`config.mk`:
```
export PLATFORM = sky130hd
export DESIGN_NAME = interrupt_priority_enable_regs
export DESIGN_NICKNAME = d
export VERILOG_FILES = /design/src/hw/irq_prio_pkg.sv /design/src/hw/interrupt_priority_enable_regs.sv
export SDC_FILE = /design/constraint.sdc
export NUM_CORES = 1
export LEC_CHECK = 0
export BUFFER_PORTS_ARGS = -buffer_cell sky130_fd_sc_hd__buf_2
export CAP_MARGIN = 15
export CORE_MARGIN = 2
export CORE_UTILIZATION = 44
export DETAILED_ROUTE_END_ITERATION = 12
export PLACE_DENSITY = 0.77
export SLEW_MARGIN = 10
export SYNTH_ARGS = -nofsm -noshare
export SYNTH_HDL_FRONTEND = slang
export SYNTH_SLANG_ARGS = --single-unit
```
`constraint.sdc`:
```
create_clock -name ref_clk_i -period 1.4 [get_ports ref_clk_i]
set_clock_uncertainty 0.05 [all_clocks]
set_input_delay 0.07 -clock ref_clk_i [delete_from_list [all_inputs] [get_ports ref_clk_i]]
set_output_delay 0.07 -clock ref_clk_i [all_outputs]
set_load 0.01 [all_outputs]
```
`src/hw/irq_prio_pkg.sv`:
```
// Package for the extended interrupt priority and enable registers.
// Assumes an 8-bit special-function-register bus on one clock.
package irq_prio_pkg;
   localparam int NUM_SRC = 6;
   localparam int ID_W = 3;

   // Register addresses
   localparam logic [7:0] ADDR_PRIO_ONE = 8'hF6;
   localparam logic [7:0] ADDR_ENABLE_TWO = 8'hE7;
   localparam logic [7:0] ADDR_PRIO_TWO = 8'hF7;

   // Reset values
   localparam logic [7:0] RST_PRIO_ONE = 8'h00;
   localparam logic [7:0] RST_ENABLE_TWO = 8'h00;
   localparam logic [7:0] RST_PRIO_TWO = 8'h00;

   // Field positions in the first priority register
   localparam int POS_COUNTER_ARRAY_PRIO = 4;
   localparam int POS_ADC_DONE_PRIO = 3;
   localparam int POS_ADC_WINDOW_PRIO = 2;
   localparam int POS_USB_PRIO = 1;
   localparam int POS_SMBUS_PRIO = 0;
   // Field positions in the second enable and priority registers
   localparam int POS_VBUS_ENABLE = 0;
   localparam int POS_VBUS_PRIO = 0;

   // Source index; lower index is polled first
   localparam logic [2:0] SRC_SMBUS = 3'h0;
   localparam logic [2:0] SRC_USB = 3'h1;
   localparam logic [2:0] SRC_ADC_WINDOW = 3'h2;
   localparam logic [2:0] SRC_ADC_DONE = 3'h3;
   localparam logic [2:0] SRC_COUNTER_ARRAY = 3'h4;
   localparam logic [2:0] SRC_VBUS = 3'h5;

   typedef struct packed {
      logic wr;
      logic rd;
      logic [7:0] addr;
      logic [7:0] wdata;
   } sfr_req_type;

   typedef struct packed {
      logic valid;
      logic high;
      logic [2:0] id;
      logic preempt;
   } irq_sel_type;
endpackage : irq_prio_pkg

```
`src/hw/interrupt_priority_enable_regs.sv`:
```
// Extended priority and enable registers plus the two-level source selector.
// Assumes the core drives the SFR bus on ref_clk_i; requests come from logic
// on the same clock; enables of the first five sources come from elsewhere.
`timescale 1ns/1ps

//Summary of operation
//- First priority register holds five source bits
//- Bit 4 sets counter-array low/high priority
//- Bit 3 sets ADC done low/high priority
//- Enable register 0xE7 bit0 masks VBUS
//- Priority register 0xF7 bit0 sets VBUS level
//- First priority register 0xF6, resets zero
module interrupt_priority_enable_regs
   import irq_prio_pkg::*;
(
   // Clock and reset
   input wire logic ref_clk_i,
   input wire logic srst_i,
   // SFR bus
   input wire sfr_req_type sfr_i,
   output logic [7:0] sfr_rdata_o,
   // Source requests and external enables, index order of the package
   input wire logic [NUM_SRC-1:0] src_req_i,
   input wire logic [NUM_SRC-2:0] src_enable_i,
   // Core service state
   input wire logic in_service_low_i,
   input wire logic in_service_high_i,
   // Selection to the core
   output irq_sel_type irq_sel_o,
   output logic [NUM_SRC-1:0] src_prio_o
);

   logic [7:0] prio_one_ff;
   logic [7:0] enable_two_ff;
   logic [7:0] prio_two_ff;
   logic [7:0] rdata_ff;
   irq_sel_type sel_ff;
   irq_sel_type nxt_sel;
   logic [NUM_SRC-1:0] prio_vec;
   logic [NUM_SRC-1:0] en_vec;
   logic [NUM_SRC-1:0] pend_vec;
   logic [NUM_SRC-1:0] high_vec;

   function automatic logic [2:0] first_set(input logic [NUM_SRC-1:0] v);
      logic [2:0] idx;
      idx = 3'h0;
      for (int i = NUM_SRC - 1; i >= 0; i--) begin
         if (v[i]) begin
            idx = 3'(i);
         end
      end
      return idx;
   endfunction : first_set

   // First priority register; bits 7..5 are kept for other sources
   always_ff @(posedge ref_clk_i) begin
      if (srst_i) begin
         prio_one_ff <= RST_PRIO_ONE;
      end else if (sfr_i.wr && sfr_i.addr == ADDR_PRIO_ONE) begin
         prio_one_ff <= sfr_i.wdata;
      end
   end

   always_ff @(posedge ref_clk_i) begin
      if (srst_i) begin
         enable_two_ff <= RST_ENABLE_TWO;
      end else if (sfr_i.wr && sfr_i.addr == ADDR_ENABLE_TWO) begin
         enable_two_ff <= {7'h00, sfr_i.wdata[POS_VBUS_ENABLE]};
      end
   end

   always_ff @(posedge ref_clk_i) begin
      if (srst_i) begin
         prio_two_ff <= RST_PRIO_TWO;
      end else if (sfr_i.wr && sfr_i.addr == ADDR_PRIO_TWO) begin
         prio_two_ff <= {7'h00, sfr_i.wdata[POS_VBUS_PRIO]};
      end
   end

   // Read data; unmapped addresses read zero
   always_ff @(posedge ref_clk_i) begin
      if (srst_i) begin
         rdata_ff <= 8'h00;
      end else if (sfr_i.rd) begin
         case (sfr_i.addr)
            ADDR_PRIO_ONE: rdata_ff <= prio_one_ff;
            ADDR_ENABLE_TWO: rdata_ff <= enable_two_ff;
            ADDR_PRIO_TWO: rdata_ff <= prio_two_ff;
            default: rdata_ff <= 8'h00;
         endcase
      end
   end

   // Level per source, 0 low and 1 high
   always_comb begin
      prio_vec[SRC_SMBUS] = prio_one_ff[POS_SMBUS_PRIO];
      prio_vec[SRC_USB] = prio_one_ff[POS_USB_PRIO];
      prio_vec[SRC_ADC_WINDOW] = prio_one_ff[POS_ADC_WINDOW_PRIO];
      prio_vec[SRC_ADC_DONE] = prio_one_ff[POS_ADC_DONE_PRIO];
      prio_vec[SRC_COUNTER_ARRAY] = prio_one_ff[POS_COUNTER_ARRAY_PRIO];
      prio_vec[SRC_VBUS] = prio_two_ff[POS_VBUS_PRIO];
      en_vec = {enable_two_ff[POS_VBUS_ENABLE], src_enable_i};
      pend_vec = src_req_i & en_vec;
      high_vec = pend_vec & prio_vec;
   end

   // High level pending wins; within a level lowest index wins
   always_comb begin
      nxt_sel.valid = |pend_vec;
      nxt_sel.high = |high_vec;
      nxt_sel.id = (|high_vec) ? first_set(high_vec) : first_set(pend_vec);
      nxt_sel.preempt = (|high_vec) && in_service_low_i && !in_service_high_i;
   end

   always_ff @(posedge ref_clk_i) begin
      if (srst_i) begin
         sel_ff <= '0;
      end else begin
         sel_ff <= nxt_sel;
      end
   end

   assign sfr_rdata_o = rdata_ff;
   assign irq_sel_o = sel_ff;
   assign src_prio_o = prio_vec;

   // Checks
   property p_prio_one_write;
      @(posedge ref_clk_i) disable iff (srst_i)
      sfr_i.wr && sfr_i.addr == ADDR_PRIO_ONE |=> prio_one_ff == $past(sfr_i.wdata);
   endproperty
   a_prio_one_write: assert property (p_prio_one_write) else $error("prio one not written");

   property p_counter_array_level;
      @(posedge ref_clk_i) disable iff (srst_i)
      src_req_i == 6'h10 && src_enable_i[4] |=> sel_ff.high == $past(prio_one_ff[4]);
   endproperty
   a_counter_array_level: assert property (p_counter_array_level) else $error("pca level");

   property p_adc_done_level;
      @(posedge ref_clk_i) disable iff (srst_i)
      src_req_i == 6'h08 && src_enable_i[3] |=> sel_ff.high == $past(prio_one_ff[3]);
   endproperty
   a_adc_done_level: assert property (p_adc_done_level) else $error("adc done level");

   property p_usb_level;
      @(posedge ref_clk_i) disable iff (srst_i)
      src_req_i == 6'h02 && src_enable_i[1] |=> sel_ff.high == $past(prio_one_ff[1]);
   endproperty
   a_usb_level: assert property (p_usb_level) else $error("usb level");

   property p_vbus_masked;
      @(posedge ref_clk_i) disable iff (srst_i)
      src_req_i == 6'h20 && !enable_two_ff[0] |=> !sel_ff.valid;
   endproperty
   a_vbus_masked: assert property (p_vbus_masked) else $error("vbus not masked");

   property p_unused_zero;
      @(posedge ref_clk_i) disable iff (srst_i)
      sfr_i.rd && (sfr_i.addr == ADDR_PRIO_TWO || sfr_i.addr == ADDR_ENABLE_TWO)
      |=> sfr_rdata_o[7:1] == 7'h00;
   endproperty
   a_unused_zero: assert property (p_unused_zero) else $error("unused bits nonzero");

   property p_reset_zero;
      @(posedge ref_clk_i) srst_i |=> prio_one_ff == 8'h00 && prio_two_ff == 8'h00;
   endproperty
   a_reset_zero: assert property (p_reset_zero) else $error("reset value wrong");

   property p_high_first;
      @(posedge ref_clk_i) disable iff (srst_i)
      |high_vec |=> sel_ff.high && prio_vec[sel_ff.id] || $past(sfr_i.wr);
   endproperty
   a_high_first: assert property (p_high_first) else $error("low served first");

   property p_preempt;
      @(posedge ref_clk_i) disable iff (srst_i)
      $rose(sel_ff.preempt) |-> $past(in_service_low_i) && sel_ff.high;
   endproperty
   a_preempt: assert property (p_preempt) else $error("bad preempt");

   property p_enable_two_write;
      @(posedge ref_clk_i) disable iff (srst_i)
      sfr_i.wr && sfr_i.addr == ADDR_ENABLE_TWO |=> enable_two_ff[7:1] == 7'h00
      && enable_two_ff[POS_VBUS_ENABLE] == $past(sfr_i.wdata[POS_VBUS_ENABLE]);
   endproperty
   a_enable_two_write: assert property (p_enable_two_write) else $error("vbus enable");

   property p_prio_two_write;
      @(posedge ref_clk_i) disable iff (srst_i)
      sfr_i.wr && sfr_i.addr == ADDR_PRIO_TWO |=> prio_two_ff[7:1] == 7'h00
      && prio_two_ff[POS_VBUS_PRIO] == $past(sfr_i.wdata[POS_VBUS_PRIO]);
   endproperty
   a_prio_two_write: assert property (p_prio_two_write) else $error("vbus prio");

   property p_reset_outputs;
      @(posedge ref_clk_i) srst_i |=> enable_two_ff == RST_ENABLE_TWO && sfr_rdata_o == 8'h00
      && !irq_sel_o.valid;
   endproperty
   a_reset_outputs: assert property (p_reset_outputs) else $error("reset outputs");

   property p_smbus_first;
      @(posedge ref_clk_i) disable iff (srst_i)
      pend_vec[SRC_SMBUS] && !(|high_vec)
      |=> sel_ff.valid && !sel_ff.high && sel_ff.id == SRC_SMBUS;
   endproperty
   a_smbus_first: assert property (p_smbus_first) else $error("polling order");

   property p_high_preempts;
      @(posedge ref_clk_i) disable iff (srst_i)
      (|high_vec) && in_service_low_i && !in_service_high_i |=> sel_ff.preempt;
   endproperty
   a_high_preempts: assert property (p_high_preempts) else $error("no preempt");

   property p_no_preempt_in_high;
      @(posedge ref_clk_i) disable iff (srst_i)
      in_service_high_i |=> !sel_ff.preempt;
   endproperty
   a_no_preempt_in_high: assert property (p_no_preempt_in_high) else $error("preempt of high");

   c_vbus_high: cover property (@(posedge ref_clk_i) sel_ff.valid && sel_ff.id == SRC_VBUS
      && sel_ff.high);
   c_preempt: cover property (@(posedge ref_clk_i) sel_ff.preempt);
   c_two_low: cover property (@(posedge ref_clk_i) !sel_ff.high && $countones(pend_vec) > 1);
   c_usb_high: cover property (@(posedge ref_clk_i) sel_ff.valid && sel_ff.id == SRC_USB
      && sel_ff.high);
endmodule : interrupt_priority_enable_regs

```
Word-level counts from Yosys, hierarchy flattened
Index checks and enable logic that the tools add are counted.
{"block": "op_classes", "n_eq_ne": 3, "n_mux": 14, "n_bitwise": 2, "n_reduce_logical": 8}
{"op": "$mux 3", "n": 13}
{"op": "$eq 8x8->1 const B", "n": 3}
{"op": "$pmux 8 s3", "n": 1}
{"op": "$and 6x6->6", "n": 2}
{"op": "$reduce_or 6->1", "n": 2}
{"op": "$logic_and 1x1->1", "n": 5}
{"op": "$logic_not 1->1", "n": 1}
{"block": "totals", "reg_bits": 24, "in_bits": 33, "elab_cells": 35}

Logic depth before layout (Yosys ltp)
{"block": "depth", "ltp_word": 9, "mapped_depth": 5, "depth_no_buf": 4}

Worst setup path after synthesis
OpenSTA, ideal clock, no wires.
{"block": "synth_path", "path_kind": "register to register", "startpoint": "reg prio_two_ff[0]", "endpoint": "reg sel_ff, in the netlist irq_sel_o[1]", "setup_time_ps": 103, "t_arrival_ps": 983, "required_ps": 1247, "slack_ps": 264, "stages_incl_launch_ff": 5, "path_buffers": 0, "path_cell_list": "dfxtp_1 -> nand3_1 -> nand2_1 -> o211ai_1 -> a2111oi_2"}
{"block": "synth_between", "elab_chain_len": 8}
{"element": "start, declared", "line_no": "interrupt_priority_enable_regs.sv:35", "text": "logic [7:0] prio_two_ff;"}
{"element": "start signal, assigned", "line_no": "interrupt_priority_enable_regs.sv:76", "text": "prio_two_ff <= {7'h00, sfr_i.wdata[POS_VBUS_PRIO]};"}
{"element": "$and 6x6->6 (*)", "line_no": "interrupt_priority_enable_regs.sv:104", "text": "high_vec = pend_vec & prio_vec;"}
{"element": "$mux 3 (6 in series)", "line_no": "interrupt_priority_enable_regs.sv:48", "text": "if (v[i]) begin"}
{"element": "$mux 3 (*)", "line_no": "interrupt_priority_enable_regs.sv:111", "text": "nxt_sel.id = (|high_vec) ? first_set(high_vec) : first_set(pend_vec);"}
{"element": "end signal, assigned", "line_no": "interrupt_priority_enable_regs.sv:119", "text": "sel_ff <= nxt_sel;"}
{"element": "end, declared", "line_no": "interrupt_priority_enable_regs.sv:37", "text": "irq_sel_type sel_ff;"}
Every way passes the cells marked *; elsewhere a longest branch is shown, timed or not.
A chain may end at the register's enable or synchronous reset.

Worst setup path in the final report
{"block": "layout_path", "startpoint": "reg enable_two_ff[0]", "endpoint": "reg sel_ff, in the netlist irq_sel_o[1]"}
{"block": "layout_between", "elab_chain_len": 9}
{"element": "start, declared", "line_no": "interrupt_priority_enable_regs.sv:34", "text": "logic [7:0] enable_two_ff;"}
{"element": "start signal, assigned", "line_no": "interrupt_priority_enable_regs.sv:68", "text": "enable_two_ff <= {7'h00, sfr_i.wdata[POS_VBUS_ENABLE]};"}
{"element": "$and 6x6->6 (*)", "line_no": "interrupt_priority_enable_regs.sv:103", "text": "pend_vec = src_req_i & en_vec;"}
{"element": "$and 6x6->6", "line_no": "interrupt_priority_enable_regs.sv:104"}
{"element": "$mux 3 (6 in series)", "line_no": "interrupt_priority_enable_regs.sv:48"}
{"element": "$mux 3 (*)", "line_no": "interrupt_priority_enable_regs.sv:111"}
Marked as above.

==> impl_metrics.env <==
export IMPL_cts_buffers=3
export IMPL_final_antenna_net_count=0
export IMPL_power_frac_comb_pct=10.8
export IMPL_vias=1109
export IMPL_ys_ff_latch=24
export IMPL_syn_nets=148
export IMPL_regToRegEndpoint="irq_sel_o[1]"
export IMPL_hold_ws_ns=0.0182
export IMPL_die_x_um=53.2
export IMPL_relSlewSlack_pct=72.6
export IMPL_min_to="irq_sel_o[5]"
export IMPL_drtIter0Drc=37
export IMPL_num_antenna_cells=0
export IMPL_synth_edf_count=0
export IMPL_wl_met3_um=209
export IMPL_final_cell_area_mm2=0.00146
export IMPL_seqPwrFrac_pct=52.1
export IMPL_clock_latency_ns=0.32
export IMPL_final_max_slew_viol_count=0
export IMPL_fin_tns_setup_ns=0
export IMPL_cts_sinks=24
export IMPL_track_usage_pct=20.9
export IMPL_portBuffers=52
export IMPL_max_clock_freq_ghz=0.781
export IMPL_intPower_mw=1.05
export IMPL_synthFlopType="dfxtp_1"
export IMPL_rr_worst_depth=4
export IMPL_synth_area_mm2=0.00107
export IMPL_r2r_start="enable_two_ff[0]"
export IMPL_p_leak_nw=0.746
export IMPL_worst_pin_slew_ns=0.410
export IMPL_power_density_mw_per_mm2=911
export IMPL_wl_per_cell_um=14.3
export IMPL_p_sw_share_pct=20.7
export IMPL_hp_start="src_req_i[5]"
export IMPL_post_route_util_pct=64.7
export IMPL_cts_tree="yes"
export IMPL_firstDrtPassIters=4
export IMPL_setup_violations=0
export IMPL_worstPathArrival_ns=1.45
export IMPL_final_layout_size_suffix_gt1_share_pct=34.1
export IMPL_outcome="completed"
export IMPL_clockBufferDepth=2
export IMPL_wl_met1_um=1100
export IMPL_required_ns=1.57
export IMPL_h_tree_depth=1
export IMPL_clkTransAtPathRegs_ns=0.13
export IMPL_peakVddDrop_mv=0.739
export IMPL_placed_cell_area_mm2=0.00131
export IMPL_viasPerCell=5.52
export IMPL_hpwl_um=2170
export IMPL_fillers=215
export IMPL_core_region_area_mm2=0.00225
export IMPL_whs_path_depth=3
export IMPL_critical_path_max_stage_delay_ns=0.41
export IMPL_grt_pass1_vias=1025
export IMPL_period_share_pct=91.5
export IMPL_critPathKind="reg2reg"
export IMPL_rsz0062_at_grt="false"
export IMPL_gp_congestion=0.842
export IMPL_maxCapViolations=0
export IMPL_regArea_um2=480
export IMPL_start_kind="flip-flop"
export IMPL_ys_seq_area_share_pct=45.1
export IMPL_synthArstFlopShare_pct=0
export IMPL_die_area_mm2=0.00283
export IMPL_yosysUniqueCellTypes=30
export IMPL_top_layer="met4"
export IMPL_switchingPower_mw=0.275
export IMPL_antenna_found_initial=0
export IMPL_fp_row_count=17
export IMPL_syn_avg_cell_area_um2=9.27
export IMPL_io_pins=53
export IMPL_syn_inst=115
export IMPL_end_kind="flip-flop"
export IMPL_die_y_um=53.2
export IMPL_cp_startpoint="enable_two_ff[0]"
export IMPL_nNetsFinal=207
export IMPL_min_period_ns=1.28
export IMPL_initial_core_util_pct=47.3
export IMPL_cts_root_buf="clkbuf_4"
export IMPL_drt_wl_total_um=2880
export IMPL_p_clk_share_pct=37.2
export IMPL_cpMaxStageDelayCell="dfxtp_1"
export IMPL_drc=0
export IMPL_yosysWarnings=0
export IMPL_grt_pass1_wl_um=4260
export IMPL_syn_to_final_growth_pct=36.7
export IMPL_grt_start_max_net_pins=23
export IMPL_hp_class="in2reg"
export IMPL_final_hold_violation_count=0
export IMPL_cp_max_fo=5
export IMPL_met2_length_um=1490
export IMPL_crit_chain="nand3_1, nand2_1, o211ai_1, a2111oi_2"
export IMPL_r2r_setup_slack_ns=0.12
export IMPL_multi_input_area_um2=522
export IMPL_grt_overflow=0
-- layout by cell type (no fill, tap or decap), types with 2 or more instances in the layout --
master / Yosys / routed
and4b_1: 2 / 2
dfxtp_1: 24 / 24
and3_1: 4 / 4
a22oi_1: 7 / 7
nand4_1: 2 / 2
nand2_1: 10 / 10
mux2i_1: 11 / 11
dlygate4sd3_1: 0 / 10
nor2_1: 19 / 19
and3b_1: 2 / 2
clkbuf_4: 0 / 3
nand3_1: 6 / 6
nor3_1: 2 / 2
inv_1: 2 / 2
a21oi_1: 2 / 2
buf_2: 0 / 52
-- flip-flops by register name (all words and copies together) (netlist names) --
name and flops:
enable_two_ff 1, irq_sel_o 6, prio_one_ff 8, prio_two_ff 1, sfr_rdata_o 8
-- cell families (layout without fill, tap and decap cells) --
group,count (synthesis),after routing,share of synthesized area [%]
compound gates,18,18,14.0
buf+inv,10,68,5.99
flops,24,24,45.1
mux,11,11,10.3
simple gates,52,52,24.6
-- routing by layer --
metal / GRT usage (%) / vias to the layer above
li1: - / 528
met1: 22.6 / 509
met2: 37.7 / 63
met3: 2.26 / 9
met4: 14.1 / 0
met5: 0 / -
-- final cells by class --
| cell class | count | share of cell area (%) |
|---|---|---|
| Clock buffer | 3 | 1.55 |
| Timing Repair Buffer | 62 | 24.7 |
| Tap cell | 28 | 2.40 |
| Multi-Input combinational cell | 81 | 35.8 |
| Clock inverter | 1 | 2.06 |
| Inverter | 2 | 0.515 |
| Sequential cell | 24 | 33.0 |
-- how the worst max path moves through the flow --
stage | endpoint | slack [ns] | depth (start not counted)
4_1_cts | irq_sel_o[1] | 0.12 | 4
6_report | irq_sel_o[1] | 0.12 | 4
5_1_grt | irq_sel_o[1] | 0.02 | 4
3_5_place_dp | prio_one_ff[4] | 0.14 | 5
3_3_place_gp | prio_one_ff[0] | 0.20 | 5
2_1_floorplan | irq_sel_o[1] | 0.26 | 4
-- Yosys cell counts, types with 2 or more instances --
cell type	number	area [µm²]
dfxtp_1	24	480
nor2_1	19	71.3
mux2i_1	11	110
nand2_1	10	37.5
a22oi_1	7	52.6
nand3_1	6	30.0
buf_4	5	37.5
and3_1	4	25.0
a21oi_1	2	10.0
and3b_1	2	17.5
and4b_1	2	20.0
clkbuf_1	2	7.51
inv_1	2	7.51
nand4_1	2	12.5
nor3_1	2	10.0
-- power by group through the flow --
| stage | Sequential [mW] | Clock (mW) | Combinational [mW] |
|---|---|---|---|
| after global placement | 0.706 | 0 | 0.114 |
| after detailed placement | 0.707 | 0 | 0.119 |
| final | 0.691 | 0.493 | 0.143 |
| after global routing | 0.692 | 0.530 | 0.153 |
| after CTS | 0.692 | 0.501 | 0.141 |
| after floorplan | 0.710 | 0 | 0.0416 |
-- stage by stage --
step	instances	setup slack, ns	power, mW
global route	201	0.0232	1.38
global placement	187	0.196	0.820
CTS	201	0.121	1.33
floorplan	115	0.264	0.751
detailed placement	187	0.136	0.825
finish	201	0.119	1.33
-- critical path, delay by kind of cell, from the launching register on --
family           cells  cell delay [ns]
AO/OA/AOI/OAI        2             0.49
AND/OR/NAND/NOR      2             0.23
flip-flops           1             0.41
-- repair_timing --
action                                  in CTS  in global routing
buffers inserted                             0                  0
hold endpoints to repair                    10                  0
hold buffers                                10                  0
gates resized for setup                      0                  0
endpoints found under the setup margin       0                  0
(Power assumes the default switching activity.)
